File: config.mk
export PLATFORM = sky130hd
export DESIGN_NAME = segment_lcd_driver_control
export DESIGN_NICKNAME = d
export VERILOG_FILES = /design/src/core/lcd_pkg.sv /design/src/core/segment_lcd_driver_control.sv
export SDC_FILE = /design/constraint.sdc
export NUM_CORES = 1
export LEC_CHECK = 0
export ABC_AREA = 1
export BUFFER_PORTS_ARGS = -buffer_cell sky130_fd_sc_hd__buf_2
export CAP_MARGIN = 25
export CORE_MARGIN = 8
export CORE_UTILIZATION = 55
export CTS_CLUSTER_DIAMETER = 120
export CTS_CLUSTER_SIZE = 40
export DETAILED_ROUTE_END_ITERATION = 10
export PLACE_DENSITY = 0.87
export SLEW_MARGIN = 10
export SYNTH_ARGS = -nofsm -noshare
export SYNTH_HDL_FRONTEND = slang
export SYNTH_SLANG_ARGS = --single-unit
File: constraint.sdc
create_clock -name sys_clk -period 3.42 [get_ports sys_clk]
set_input_delay 0.684 -clock sys_clk [delete_from_list [all_inputs] [get_ports sys_clk]]
set_output_delay 0.684 -clock sys_clk [all_outputs]
set_load 0.005 [all_outputs]
File: src/core/lcd_pkg.sv
package lcd_pkg;
   // Register indices (word index, byte address is four times this)
   localparam int unsigned CONTROL_INDEX   = 0;
   localparam int unsigned PHASE_INDEX     = 1;
   localparam int unsigned SEG_BASE_INDEX  = 2;
   localparam int unsigned PIX_BASE_INDEX  = 8;
   localparam int unsigned REG_COUNT       = 32;
   localparam int unsigned SEG_REGS        = 6;
   localparam int unsigned PIX_REGS        = 24;
   localparam int unsigned BANK_REGS       = 6;
   localparam int unsigned COMMONS         = 4;
   localparam int unsigned SEGMENTS        = 48;

   // Control register fields
   localparam int unsigned CTL_ENABLE_BIT  = 7;
   localparam int unsigned CTL_SLEEP_BIT   = 6;
   localparam int unsigned CTL_WRITE_ERROR_FLAG_BIT    = 5;
   localparam int unsigned CTL_CS_LSB      = 2;
   localparam int unsigned CTL_MUX_LSB     = 0;

   // Phase register fields
   localparam int unsigned PS_WFT_BIT      = 7;
   localparam int unsigned PS_BIAS_BIT     = 6;
   localparam int unsigned PS_ACTIVE_BIT   = 5;
   localparam int unsigned PS_WA_BIT       = 4;
   localparam int unsigned PS_PRE_LSB      = 0;
   localparam logic [7:0]  PS_WRITE_MASK   = 8'hCF;
   localparam logic [7:0]  CTL_WRITE_MASK  = 8'hCF;
   localparam logic [7:0]  REG_RESET       = 8'h00;

   // Clock source dividers
   localparam int unsigned SYS_DIVIDE      = 8192;
   localparam int unsigned OSC_DIVIDE      = 32;

   localparam logic [1:0]  CS_SYSTEM       = 2'h0;
   localparam logic [1:0]  CS_EXT_TIMER    = 2'h1;

   localparam logic [1:0]  MUX_STATIC      = 2'h0;
   localparam logic [1:0]  MUX_QUARTER     = 2'h3;
endpackage

File: src/core/segment_lcd_driver_control.sv
`timescale 1ns/1ns
// How it works
// - Driver runs only while the enable bit is one.
// - In sleep, the sleep-disable bit one stops the driver.
// - Pixel write without write-allow sets error; software only clears it.
// - Control bit four is unimplemented and reads zero.
// - Clock source: system/8192, external timer/32, internal RC/32.
// - Commons select: static, half, one-third, quarter multiplex.
// - Bias bit picks half or third bias in half/third mux.
// - Waveform type: phase flips per common period or per frame.
// - Read-only active bit shows the driver really running.
// - Prescaler divides selected clock by field value plus one.
// - Thirty-two byte registers: control, phase, six enables, 24 pixels.
// - Segment-enable bit makes the pin a segment output.
// - Pixel bit one drives dark, zero leaves clear.
// - One bit per segment/common pair, one bank per common.
// - Enabled pin drives segment with digital I/O off, else general I/O.
// - Oscillator sources keep clocking in sleep; system clock does not.
module segment_lcd_driver_control
#(
   parameter int unsigned SEGMENT_COUNT = lcd_pkg::SEGMENTS
)
(
   input  wire logic                     sys_clk,      // System clock
   input  wire logic                     reset,        // Sync reset, high
   input  wire logic                     psel,         // APB select
   input  wire logic                     penable,      // APB access phase
   input  wire logic                     pwrite,       // APB direction
   input  wire logic [11:0]              paddr,        // APB byte address
   input  wire logic [31:0]              pwdata,       // APB write data
   output logic                          pready,       // APB ready
   output logic [31:0]                   prdata,       // APB read data
   output logic                          pslverr,      // APB error
   input  wire logic                     sleep_mode,   // Processor asleep
   input  wire logic                     ext_timer_osc_input, // Ext osc pin
   input  wire logic                     internal_rc_osc,     // RC osc level
   output logic                          frame_tick,   // Frame clock pulse
   output logic                          drive_phase,  // Drive polarity
   output logic [1:0]                    common_index, // Active common
   output logic [3:0]                    common_drive, // Common lines on
   output logic [SEGMENT_COUNT-1:0]      segment_drive,// Dark pixels now
   output logic [SEGMENT_COUNT-1:0]      segment_pin_mode, // 1: LCD pin
   output logic [1:0]                    bias_level,   // 0 stat,1 half,2 third
   output logic                          driver_active // Driver running
);

   ////////////////////////////////////////////////////////////////////////
   // Types and state

   localparam int unsigned SYS_DIV_W = $clog2(lcd_pkg::SYS_DIVIDE);
   localparam int unsigned OSC_DIV_W = $clog2(lcd_pkg::OSC_DIVIDE);

   typedef enum logic [2:0]
   {
      IDLE_ST   = 3'h1,
      RUN_ST    = 3'h2,
      STOPPED_ST = 3'h4
   } drive_state_type;

   typedef struct packed
   {
      logic [7:0]                         control;
      logic [7:0]                         phase;
      logic [lcd_pkg::SEG_REGS-1:0][7:0]  seg_en;
      logic [lcd_pkg::PIX_REGS-1:0][7:0]  pixels;
      drive_state_type                    mode;
      logic [SYS_DIV_W-1:0]               sys_div;
      logic [OSC_DIV_W-1:0]               osc_div;
      logic [3:0]                         pre_count;
      logic [1:0]                         com;
      logic                               phase_bit;
      logic                               tick;
      logic                               ext_meta;
      logic                               ext_sync;
      logic                               ext_last;
      logic                               rc_meta;
      logic                               rc_sync;
      logic                               rc_last;
      logic                               slp_meta;
      logic                               slp_sync;
      logic [31:0]                        rdata;
      logic                               err;
      logic [SEGMENT_COUNT-1:0]           seg_out;
   } state_type;

   state_type state;
   state_type next_state;

   // Six enable bytes serve at most 48 segment pins
   if (SEGMENT_COUNT == 0 || SEGMENT_COUNT > lcd_pkg::SEGMENTS)
   begin : bad_segment_count
      $error("SEGMENT_COUNT must be 1 to 48");
   end

   ////////////////////////////////////////////////////////////////////////
   // Combinational next state

   logic                  write_access;
   logic [4:0]            index;
   logic [1:0]            clock_source;
   logic [1:0]            mux_select;
   logic [1:0]            last_common;
   logic                  source_tick;
   logic                  source_ok;
   logic                  want_run;
   logic                  running;
   logic                  write_allowed;
   logic [7:0]            phase_view;
   logic [7:0]            pixel_byte;

   always_comb
   begin
      next_state   = state;
      write_access = psel && penable && pwrite;
      index        = paddr[6:2];
      clock_source = state.control[lcd_pkg::CTL_CS_LSB +: 2];
      mux_select   = state.control[lcd_pkg::CTL_MUX_LSB +: 2];
      last_common  = mux_select;
      running      = (state.mode == RUN_ST);
      pixel_byte   = 8'h00;

      // Pin and sleep levels pass two flops before use
      next_state.ext_meta = ext_timer_osc_input;
      next_state.ext_sync = state.ext_meta;
      next_state.ext_last = state.ext_sync;
      next_state.rc_meta  = internal_rc_osc;
      next_state.rc_sync  = state.rc_meta;
      next_state.rc_last  = state.rc_sync;
      next_state.slp_meta = sleep_mode;
      next_state.slp_sync = state.slp_meta;

      // source select
      // Oscillator edges are only seen when slower than sys_clk / 2
      if (clock_source == lcd_pkg::CS_SYSTEM)
      begin
         source_tick = 1'b1;
      end
      else if (clock_source == lcd_pkg::CS_EXT_TIMER)
      begin
         source_tick = state.ext_sync && !state.ext_last;
      end
      else
      begin
         source_tick = state.rc_sync && !state.rc_last;
      end

      source_ok = !(state.slp_sync && clock_source == lcd_pkg::CS_SYSTEM);

      want_run = state.control[lcd_pkg::CTL_ENABLE_BIT]
                 && !(state.slp_sync
                      && state.control[lcd_pkg::CTL_SLEEP_BIT])
                 && source_ok;

      // Driver state machine
      unique case (state.mode)
         IDLE_ST:
         begin
            if (want_run)
            begin
               next_state.mode = RUN_ST;
            end
         end
         RUN_ST, STOPPED_ST:
         begin
            if (!state.control[lcd_pkg::CTL_ENABLE_BIT])
            begin
               next_state.mode = IDLE_ST;
            end
            else
            begin
               next_state.mode = want_run ? RUN_ST : STOPPED_ST;
            end
         end
         default:
         begin
            next_state.mode = IDLE_ST;
         end
      endcase

      // writes allowed while the driver is not mid-frame
      write_allowed = !running || state.tick;

      // divider chain: source divide, then prescaler
      next_state.tick = 1'b0;
      if (!running)
      begin
         next_state.sys_div   = '0;
         next_state.osc_div   = '0;
         next_state.pre_count = '0;
         next_state.com       = '0;
      end
      else if (source_tick)
      begin
         if (clock_source == lcd_pkg::CS_SYSTEM)
         begin
            next_state.sys_div = state.sys_div + 1'b1;
         end
         else
         begin
            next_state.osc_div = state.osc_div + 1'b1;
         end
         if ((clock_source == lcd_pkg::CS_SYSTEM && &state.sys_div)
             || (clock_source != lcd_pkg::CS_SYSTEM && &state.osc_div))
         begin
            if (state.pre_count == state.phase[lcd_pkg::PS_PRE_LSB +: 4])
            begin
               next_state.pre_count = '0;
               next_state.tick      = 1'b1;
            end
            else
            begin
               next_state.pre_count = state.pre_count + 1'b1;
            end
         end
      end

      if (state.tick)
      begin
         if (state.com == last_common)
         begin
            next_state.com = '0;
         end
         else
         begin
            next_state.com = state.com + 1'b1;
         end
         if (!state.phase[lcd_pkg::PS_WFT_BIT] || state.com == last_common)
         begin
            next_state.phase_bit = !state.phase_bit;
         end
      end

      // pixel bank of active common drives segments
      for (int s = 0; s < SEGMENT_COUNT; s++)
      begin
         next_state.seg_out[s] = running
            && state.pixels[state.com * lcd_pkg::BANK_REGS + s / 8][s % 8];
      end

      // phase view with live status bits
      phase_view = state.phase & lcd_pkg::PS_WRITE_MASK;
      phase_view[lcd_pkg::PS_ACTIVE_BIT] = running;
      phase_view[lcd_pkg::PS_WA_BIT]     = write_allowed;

      next_state.err = 1'b0;
      if (write_access)
      begin
         if (index == 5'(lcd_pkg::CONTROL_INDEX))
         begin
            // error bit only clears, bit four stays zero
            next_state.control = (pwdata[7:0] & lcd_pkg::CTL_WRITE_MASK)
               | (state.control & pwdata[7:0]
                  & (8'h01 << lcd_pkg::CTL_WRITE_ERROR_FLAG_BIT));
         end
         else if (index == 5'(lcd_pkg::PHASE_INDEX))
         begin
            next_state.phase = pwdata[7:0] & lcd_pkg::PS_WRITE_MASK;
         end
         else if (index < 5'(lcd_pkg::PIX_BASE_INDEX))
         begin
            next_state.seg_en[index - 5'(lcd_pkg::SEG_BASE_INDEX)] =
               pwdata[7:0];
         end
         else if (write_allowed)
         begin
            next_state.pixels[index - 5'(lcd_pkg::PIX_BASE_INDEX)] =
               pwdata[7:0];
         end
      end

      // refused pixel write sets the flag, set beats clear
      if (write_access && index >= 5'(lcd_pkg::PIX_BASE_INDEX)
          && !write_allowed)
      begin
         next_state.control[lcd_pkg::CTL_WRITE_ERROR_FLAG_BIT] = 1'b1;
      end

      // Read data and out-of-window error, both captured in setup
      if (psel && !penable)
      begin
         next_state.err = (paddr[11:7] != 5'h00);
         if (index == 5'(lcd_pkg::CONTROL_INDEX))
         begin
            pixel_byte = state.control;
         end
         else if (index == 5'(lcd_pkg::PHASE_INDEX))
         begin
            pixel_byte = phase_view;
         end
         else if (index < 5'(lcd_pkg::PIX_BASE_INDEX))
         begin
            pixel_byte = state.seg_en[index - 5'(lcd_pkg::SEG_BASE_INDEX)];
         end
         else
         begin
            pixel_byte = state.pixels[index - 5'(lcd_pkg::PIX_BASE_INDEX)];
         end
         next_state.rdata = {24'h000000, pixel_byte};
      end

      if (reset)
      begin
         next_state         = '0;
         next_state.mode    = IDLE_ST;
         next_state.control = lcd_pkg::REG_RESET;
         next_state.phase   = lcd_pkg::REG_RESET;
      end
   end

   ////////////////////////////////////////////////////////////////////////
   // State register

   always_ff @(posedge sys_clk)
   begin
      state <= next_state;
   end

   ////////////////////////////////////////////////////////////////////////
   // Outputs

   // Zero-wait slave: read data captured in setup, shown in access
   assign pready       = 1'b1;
   assign prdata       = state.rdata;
   assign pslverr      = state.err && psel && penable;
   assign frame_tick   = state.tick;
   assign drive_phase  = state.phase_bit;
   assign common_index = state.com;
   assign driver_active = (state.mode == RUN_ST);
   assign segment_drive = state.seg_out;

   // common lines in use; none while stopped
   always_comb
   begin
      common_drive = 4'h0;
      if (state.mode == RUN_ST)
      begin
         common_drive[state.com] = 1'b1;
      end
   end

   // bias from mux select and bias bit
   assign bias_level = (mux_select == lcd_pkg::MUX_STATIC) ? 2'h0
      : (mux_select == lcd_pkg::MUX_QUARTER
         || !state.phase[lcd_pkg::PS_BIAS_BIT]) ? 2'h2 : 2'h1;

   genvar g;
   generate
      for (g = 0; g < SEGMENT_COUNT; g++)
      begin : pin_mode
         assign segment_pin_mode[g] = state.seg_en[g / 8][g % 8];
      end
   endgenerate

endmodule

; ---- Yosys cells after proc, flatten, opt, wreduce, memory -nomap -nowiden
; Index checks and enable logic that the tools add are counted.
; W data, S select, Z words.
[op_classes]
n_bitwise = 10
order_cmp = 14
mul = 1
muxes = 51
n_eq_ne = 10
n_addsub = 11
reduce_logical = 102
[op_table]
columns = op, n
row1 = $mux W192, 2
row2 = $mux W254, 1
row3 = $mux W248, 1
row4 = $bmux W8 S5, 6
row5 = $mux W240, 1
row6 = $bwmux W192, 1
row7 = $mux W8, 14
row8 = $logic_and A1 B1 Y1, 66
row9 = $bwmux W48, 1
row10 = $mux W48, 1
row11 = $demux W8 S5, 1
row12 = $bmux W8 S4, 1
row13 = $lt A6 B6 Y1 const B, 5
row14 = $bmux W8 S3, 1
row15 = $demux W8 S3, 1
row16 = $add A13 B1 Y13 const B, 1
row17 = $reduce_and A13 Y1, 1
row18 = $add A5 B2 Y6 const B, 2
row19 = $add A5 B3 Y6 const B, 2
row20 = $lt A5 B6 Y1 const B, 2
row21 = $mux W3, 4
row22 = $reduce_and A2 Y1, 6
row23 = $ge A5 B1 Y1 const B, 2
row24 = $logic_not A1 Y1, 10
row25 = 40 further kinds, 66
[word_totals]
inputBits = 52
out_inout_bits = 141
wordCells = 250
ff_bits = 348

; ---- Logic depth before layout (Yosys ltp)
; Gate-level depths: netlist (run 1).
[logic_depth]
ltp_word = 12
depth_mapped = 19
depth_no_buf = 17

; ---- Least setup slack after synthesis (run 1)
; OpenSTA, ideal clock, no wires.
[synth_path]
path_type = input to register
startpoint = input port paddr[4]
endpoint = register (tool-made name)
required_ps = 3350
setup_time_ps = 70
arrival_ps = 2631
n_path_buf = 3
path_stages = 12
path_slack_ps = 720
cell_sequence = buf_6 -> clkinv_1 -> clkbuf_1 -> ha_1 -> xnor2_1 -> nand3_1 -> inv_1 -> nand4_1 -> inv_1 -> buf_2 -> o21ai_0 -> a21oi_1
[synth_lines]
columns = item, line
row1 = from (decl), segment_lcd_driver_control.sv:29  ; input wire logic [11:0] paddr,

; ---- Worst setup path in the final report (run 1)
[layout_path]
startpoint = register state, in the netlist common_index[1]
endpoint = output port common_drive[1]
[layout_between]
elab_chain_cells = 5
elab_cells_between_ends = 6
classes_between = 2 x order compare / 3 x mux / 1 x reduce/logical
[layout_rtl]
columns = item, line
row1 = from (decl), segment_lcd_driver_control.sv:86  ; state_type state;
row2 = from (signal assigned), segment_lcd_driver_control.sv:315  ; state <= next_state;
row3 = $lt A2 B3 Y1 (not written as such) or $ge A2 B1 Y1 (tied branches), segment_lcd_driver_control.sv:337  ; common_drive[state.com] = 1'b1;
row4 = $logic_and A1 B1 Y1 (not written as such), segment_lcd_driver_control.sv:337
row5 = $mux W1 (not written as such), segment_lcd_driver_control.sv:337
row6 = $demux W1 S2 (*), segment_lcd_driver_control.sv:337
row7 = $mux W4 (*), segment_lcd_driver_control.sv:335  ; if (state.mode == RUN_ST)
row8 = to (decl), segment_lcd_driver_control.sv:40  ; output logic [3:0] common_drive,
; Mark *: on every way between the ends. The rest lies on a longest branch, timed or not.

==> flow_metrics.py, run 1 <==
metrics = {
    "detailed_routing": {
        "ant_nets": 0,
        "vias": 18500,
        "viasPerCell": 6.15,
        "route.detailed.drc": 0,
        "wl_per_cell_um": 20.8,
        "firstDrtPassIters": 9,
        "dr.first_iter.drc_count": 2429,
        "wl_um": 62800,
    },
    "timing": {
        "worst_pin_slew_ps": 1080,
        "fin_setup_tns_ps": 0,
        "fin_crit_ps": 2910,
        "setup_viol": 0,
        "period_share_pct": 85.0,
        "max_freq_mhz": 344,
        "finClkSkew_ps": 24.6,
        "max_slew_margin_pct": 27.6,
        "drv_slew": 0,
        "hold_viol": 0,
        "rsz0062_at_grt": "false",
    },
    "cts": {
        "cts_tree": "yes",
        "cts_made_buffers": 12,
        "clock_latency_ps": 540,
        "clk_pin_slew_ps": 140,
        "ctsResizeCount": 0,
        "cts-htree-levels": 1,
        "ctsHoldBuffers": 0,
        "cts_setup_buffers": 0,
        "cts_root_buf": "clkbuf_16",
        "clockBufferDepth": 3,
        "cts_sinks": 347,
    },
    "worst_setup_path": {
        "endpoint_kind": "primary output",
        "worstPathRequired_ps": 2740,
        "critPathArrivalTime_ps": 2220,
        "cp_max_fo": 18,
        "critPathLaunchType": "register",
        "worst-setup-path-type": "reg2out",
    },
    "power": {
        "powerDensity_nw_per_um2": 346,
        "p_leak_nw": 7.63,
        "irDropWorstVdd_mv": 0.390,
    },
    "floorplanning": {
        "fp.dieW_um": 199,
        "io_pins": 193,
        "floorplan.core_area_um2": 33200,
        "die_h_um": 199,
        "initial_utilization_pct": 55.4,
        "dieArea_um2": 39600,
        "rows": 67,
    },
    "placed_design": {
        "placed_cells": 2994,
        "hpwl_um": 44200,
        "port_buffers": 141,
        "gp_congestion": 0.964,
    },
    "logic_synthesis": {
        "yosysUniqueCellTypes": 45,
        "synth-edff-count": 0,
        "yosysTopAreaCellShare_pct": 37.8,
        "ys_seq_elements": 347,
        "syn_avg_cell_area_um2": 6.97,
        "synth_cells": 2639,
        "async_flop_share_pct": 0,
        "yosysTopAreaCell": "dfxtp_1",
        "ys_seq_area_share_pct": 37.8,
        "ys_top_cells_by_area": "dfxtp_1 (38%), o21ai_0 (11%), nand2_1 (11%), a21oi_1 (7.3%), buf_4 (6.1%)",
        "ys.flop_type": "dfxtp_1",
        "syn_area_um2": 18400,
        "yosysWarnings": 0,
    },
    "grt": {
        "grt.total_usage_pct": 30.5,
        "grt_pass1_vias": 16900,
        "grt-ovfl-total": 0,
        "antenna_found_initial": 1,
        "grt_pass1_wl_um": 95200,
        "grt_max_degree": 195,
    },
    "finish": {
        "drive_above_1_share_pct": 10.5,
        "nFillCells": 3118,
        "multi_input_area_um2": 9070,
        "stdcell_count": 3012,
        "nNetsFinal": 2630,
        "regArea_um2": 6950,
        "syn_to_final_growth_pct": 2.80,
    },
    "worst_hold_path": {
        "hold_path_class": "in2reg",
    },
    "job": {
        "drv_cap": 0,
    },
    "run_status": {
        "outcome": "completed",
    },
}
==> cell usage in the layout, fill, tap and decap left out, types with 2 or more instances in the layout <==
cell,Yosys,final
a32oi_1,46,46
nor3_1,17,17
xor2_1,4,4
xnor2_1,5,5
inv_2,8,9
and3_1,2,2
nand3_1,42,42
nand2_1,521,521
nor4_1,2,2
a211oi_1,70,70
o22ai_1,23,23
nand2_4,2,2
o2111ai_1,8,8
nor3b_1,3,3
nor3_4,5,5
buf_4,150,56
a221oi_1,6,6
ha_1,17,16
dfxtp_1,347,346
buf_2,23,141
o21a_1,2,2
nand4_1,22,22
o21ai_0,409,409
or2_2,4,4
diode_2,0,2
clkinv_1,4,4
inv_1,170,168
nor2_1,234,232
nand2_2,3,3
o211ai_1,14,14
nor2_2,10,10
a21oi_1,268,268
a22oi_1,28,28
nor2_4,8,10
conb_1,2,25
clkbuf_16,0,13
mux2i_1,6,6
buf_12,0,7
==> metrics by stage <==
| stage | area, µm² | hold WS, ps | total power (W) | util (%) | worst slack [ps] |
|---|---|---|---|---|---|
| floorplan | 18500 | 388 | 0.00446 | - | 720 |
| global placement | 18500 | 389 | 0.00461 | 55.8 | 462 |
| detailed placement | 18500 | 402 | 0.00462 | 55.8 | 297 |
| CTS | 18900 | 348 | 0.00651 | 56.9 | 579 |
| global route | 18900 | 360 | 0.00668 | 56.9 | 465 |
| finish | 18900 | 349 | 0.00654 | 57.0 | 514 |
==> metal layers <==
metal,global-route usage (%),vias up,part of all wire [%]
met5,0,-,0
met4,16.7,0,6.4
met3,6.33,252,12
met2,47.1,1183,43
met1,39.5,8540,39
li1,-,8562,-
==> worst max-delay path: stages, from the launching register on <==
cell,delay (ps)
dfxtp_1,500
inv_1,110
ha_1,200
inv_1,570
nor2_1,140
buf_2,170
==> report_power, final <==
part | total, W | leakage, nW | internal, W | switching, W
combinational | 0.000484 | 4.66 | 0.000117 | 0.000367
sequential | 0.00407 | 2.80 | 0.00406 | 0.0000107
clock | 0.00199 | 0.168 | 0.000707 | 0.00128
total | 0.00654 | 7.63 | 0.00488 | 0.00166
==> layout make-up <==
class                           count  share of cell area [%]
Multi-Input combinational cell   1813                    48.0
Sequential cell                   347                    36.8
Timing Repair Buffer              205                    6.84
Inverter                          182                    3.63
Tap cell                          448                    2.96
Clock buffer                       14                    1.74
Clock inverter                      1                  0.0860
Antenna cell                        2                  0.0265
==> kinds of logic after synthesis <==
| group | after synthesis | synth area share, % |
|---|---|---|
| AO/OA/AOI/OAI | 877 | 26.8 |
| multiplexers | 6 | 0.327 |
| buffers and inverters | 502 | 13.5 |
| adder cells (fa/ha/maj) | 17 | 1.16 |
| AND/OR/NAND/NOR | 879 | 19.9 |
| flip-flops | 347 | 37.8 |
| other | 2 | 0.0408 |
| XOR/XNOR | 9 | 0.429 |
==> worst paths after layout <==
| kind | depth (start not counted) | startpoint | slack (ps) | endpoint |
|---|---|---|---|---|
| hold reg to reg | 2 | state[88] | 400 | state[87] |
| hold / removal | 3 | ext_timer_osc_input | 350 | state[88] |
| setup / recovery | 5 | common_index[1] | 510 | common_drive[1] |
| setup reg to reg | 8 | common_index[0] | 700 | segment_drive[3] |
==> cell usage after synthesis (2+ instances only) <==
| cell type | instances |
|---|---|
| and3_1 | 2 |
| buf_4 | 150 |
| or2_2 | 4 |
| nor3_4 | 5 |
| a32oi_1 | 46 |
| o21ai_0 | 409 |
| clkbuf_1 | 134 |
| nand2_1 | 521 |
| mux2i_1 | 6 |
| xor2_1 | 4 |
| clkinv_1 | 4 |
| nor2_1 | 234 |
| a211oi_1 | 70 |
| buf_1 | 12 |
| nor3_1 | 17 |
| o21a_1 | 2 |
| inv_2 | 8 |
| inv_1 | 170 |
| nand3_1 | 42 |
| dfxtp_1 | 347 |
| a22oi_1 | 28 |
| nand2_2 | 3 |
| a21oi_1 | 268 |
| o211ai_1 | 14 |
| a221oi_1 | 6 |
| xnor2_1 | 5 |
| ha_1 | 17 |
| o2111ai_1 | 8 |
| nor2_4 | 8 |
| nand4_1 | 22 |
| buf_2 | 23 |
| nor4_1 | 2 |
| nand2_4 | 2 |
| nor3b_1 | 3 |
| o22ai_1 | 23 |
| conb_1 | 2 |
| nor2_2 | 10 |
No activity file was read; power rests on OpenSTA's default activity.
==> run 2: changes to the inputs <==
--- a/config.mk
+++ b/config.mk
@@ -9,11 +9,11 @@
 export BUFFER_PORTS_ARGS = -buffer_cell sky130_fd_sc_hd__buf_2
 export CAP_MARGIN = 25
 export CORE_MARGIN = 8
-export CORE_UTILIZATION = 55
+export CORE_UTILIZATION = 54
 export CTS_CLUSTER_DIAMETER = 120
 export CTS_CLUSTER_SIZE = 40
 export DETAILED_ROUTE_END_ITERATION = 10
-export PLACE_DENSITY = 0.87
+export PLACE_DENSITY = 0.89
 export SLEW_MARGIN = 10
 export SYNTH_ARGS = -nofsm -noshare
 export SYNTH_HDL_FRONTEND = slang
==> constraint.sdc (replaced) <==
create_clock -name sys_clk -period 2.6 [get_ports sys_clk]
set_input_delay 0.52 -clock sys_clk [delete_from_list [all_inputs] [get_ports sys_clk]]
set_output_delay 0.52 -clock sys_clk [all_outputs]
set_load 0.005 [all_outputs]
==> run 2 against run 1 <==
Global-route usage up 0.53 points. Total power grew 32%. Non-clock buffer count grew 61. Sequential power increased by 32%. Worst hold slack lost 180 ps. Design area is 3.7% higher.
==> flow_metrics.py, run 2 (synthesized netlist as in run 1, its figures left out) <==
metrics = {
    "run_status": {
        "outcome": "completed",
    },
    "worst_setup_path": {
        "worstPathRequired_ps": 2080,
        "critPathArrivalTime_ps": 2020,
        "critPathLaunchType": "register",
        "endpoint_kind": "primary output",
        "r2r_start": "common_index[0]",
        "r2r-end": "segment_drive[23]",
        "r2r_slack_ps": 110,
        "worst-setup-path-type": "reg2out",
        "reg2reg_depth": 6,
        "cp_max_fo": 11,
    },
    "worst_hold_path": {
        "hold_path_class": "in2reg",
        "hold-path-endpoint": "state[88]",
        "hold_depth": 3,
        "min_from": "ext_timer_osc_input",
    },
    "floorplanning": {
        "die_h_um": 201,
        "dieArea_um2": 40200,
        "fp.dieW_um": 201,
        "initial_utilization_pct": 54.9,
        "io_pins": 193,
        "floorplan.core_area_um2": 33500,
        "rows": 67,
    },
    "grt": {
        "grt_pass1_wl_um": 101000,
        "grt-ovfl-total": 0,
        "antenna_found_initial": 3,
        "grt.total_usage_pct": 31.0,
        "grt_max_degree": 110,
        "grt_pass1_vias": 17700,
    },
    "power": {
        "switching_power_w": 0.00218,
        "irDropWorstVdd_mv": 0.432,
        "internal_power_w": 0.00645,
        "pwr-share-seq_pct": 62.1,
        "p_leak_nw": 7.98,
        "powerDensity_nw_per_um2": 440,
        "power_frac_clock_pct": 30.1,
        "swShare_pct": 25.2,
        "comb_power_share_pct": 7.9,
    },
    "cts": {
        "cts_sinks": 347,
        "clockBufferDepth": 3,
        "cts_tree": "yes",
        "cts_root_buf": "clkbuf_16",
        "cts-htree-levels": 1,
        "ctsHoldBuffers": 0,
        "ctsResizeCount": 0,
        "clock_latency_ps": 530,
        "cts_made_buffers": 12,
        "clk_pin_slew_ps": 140,
        "cts_setup_buffers": 0,
    },
    "finish": {
        "n_antenna_cell": 0,
        "final_common_cell": "nand2_1",
        "nNetsFinal": 2691,
        "syn_to_final_growth_pct": 6.57,
        "layout_common_cells": "nand2_1 (521), o21ai_0 (408), dfxtp_1 (346)",
        "final_util_pct": 58.5,
        "drive_above_1_share_pct": 12.7,
        "stdcell_count": 3071,
    },
    "timing": {
        "finClkSkew_ps": 25.6,
        "max_freq_mhz": 394,
        "rsz0062_at_grt": "false",
        "period_share_pct": 97.6,
        "fin_crit_ps": 2540,
        "setup_viol": 0,
        "drv_slew": 0,
        "max_slew_margin_pct": 42.2,
        "worst_pin_slew_ps": 857,
        "fin_setup_tns_ps": 0,
        "hold_viol": 0,
    },
    "detailed_routing": {
        "ant_nets": 0,
        "wl_per_cell_um": 21.5,
        "route.detailed.drc": 0,
        "wl_um": 65900,
        "vias": 19100,
        "viasPerCell": 6.22,
        "dr.first_iter.drc_count": 2571,
        "firstDrtPassIters": 9,
    },
    "placed_design": {
        "gp_congestion": 0.988,
        "port_buffers": 141,
        "placed_cells": 3056,
        "hpwl_um": 47200,
    },
    "job": {
        "drv_cap": 0,
    },
}
-- run 2: cell types whose count changed in the layout (fill, tap and decap cells not counted), sizes merged --
| cell | change |
|---|---|
| buf | +61 |
| diode | -2 |
| clkinvlp | +1 |
| inv | -1 |
-- run 2: how the worst max path moves through the flow --
stage | from | slack [ps] | endpoint | depth (start not counted)
after floorplan | common_index[0] | 30 | segment_drive[15] | 13
after global placement | common_index[1] | 80 | segment_drive[9] | 6
after detailed placement | paddr[5] | 110 | register | 10
after CTS | common_index[1] | 2 | common_drive[1] | 5
after global routing | common_index[1] | 20 | common_drive[1] | 5
final | common_index[1] | 60 | common_drive[1] | 5
-- run 2: through the flow --
stage	instance area (µm²)	setup WS, ps	hold slack, ps	power [W]
finish	19600	62.1	173	0.00863
global placement	19200	84.9	394	0.00611
detailed placement	19200	107	403	0.00612
floorplan	18500	28.5	388	0.00586
CTS	19600	1.82	175	0.00859
global route	19600	20.3	197	0.00886
-- run 2: metal layers --
layer | vias to the layer above | routed length, µm | track usage, %
met5 | - | 10 | 0
met4 | 2 | 3910 | 16.6
met3 | 264 | 8500 | 6.52
met2 | 1378 | 28800 | 48.2
met1 | 8776 | 24700 | 40.0
li1 | 8673 | - | -
-- run 2: area by class of cell --
| cell class | instances | area [µm²] |
|---|---|---|
| clock buffer | 14 | 329 |
| fill | 3062 | 13900 |
| inverter | 182 | 689 |
| sequential | 347 | 6950 |
| timing repair buffer | 266 | 1980 |
| clock inverter | 1 | 16.3 |
| tap | 448 | 561 |
| multi-input combinational | 1813 | 9070 |
-- run 2: power by group through the flow --
| stage | Clock (W) | Combinational (W) | Sequential, W |
|---|---|---|---|
| finish | 0.00259 | 0.000681 | 0.00536 |
| detailed placement | 0 | 0.000647 | 0.00547 |
| global placement | 0 | 0.000637 | 0.00547 |
| CTS | 0.00259 | 0.000648 | 0.00535 |
| global route | 0.00279 | 0.000710 | 0.00536 |
| floorplan | 0 | 0.000393 | 0.00547 |
-- run 2: critical path, stage by stage, from the launching register on --
cell and delay, ps:
dfxtp_1 440, inv_1 130, ha_1 230, clkinvlp_4 350, nor2_1 200, buf_2 140
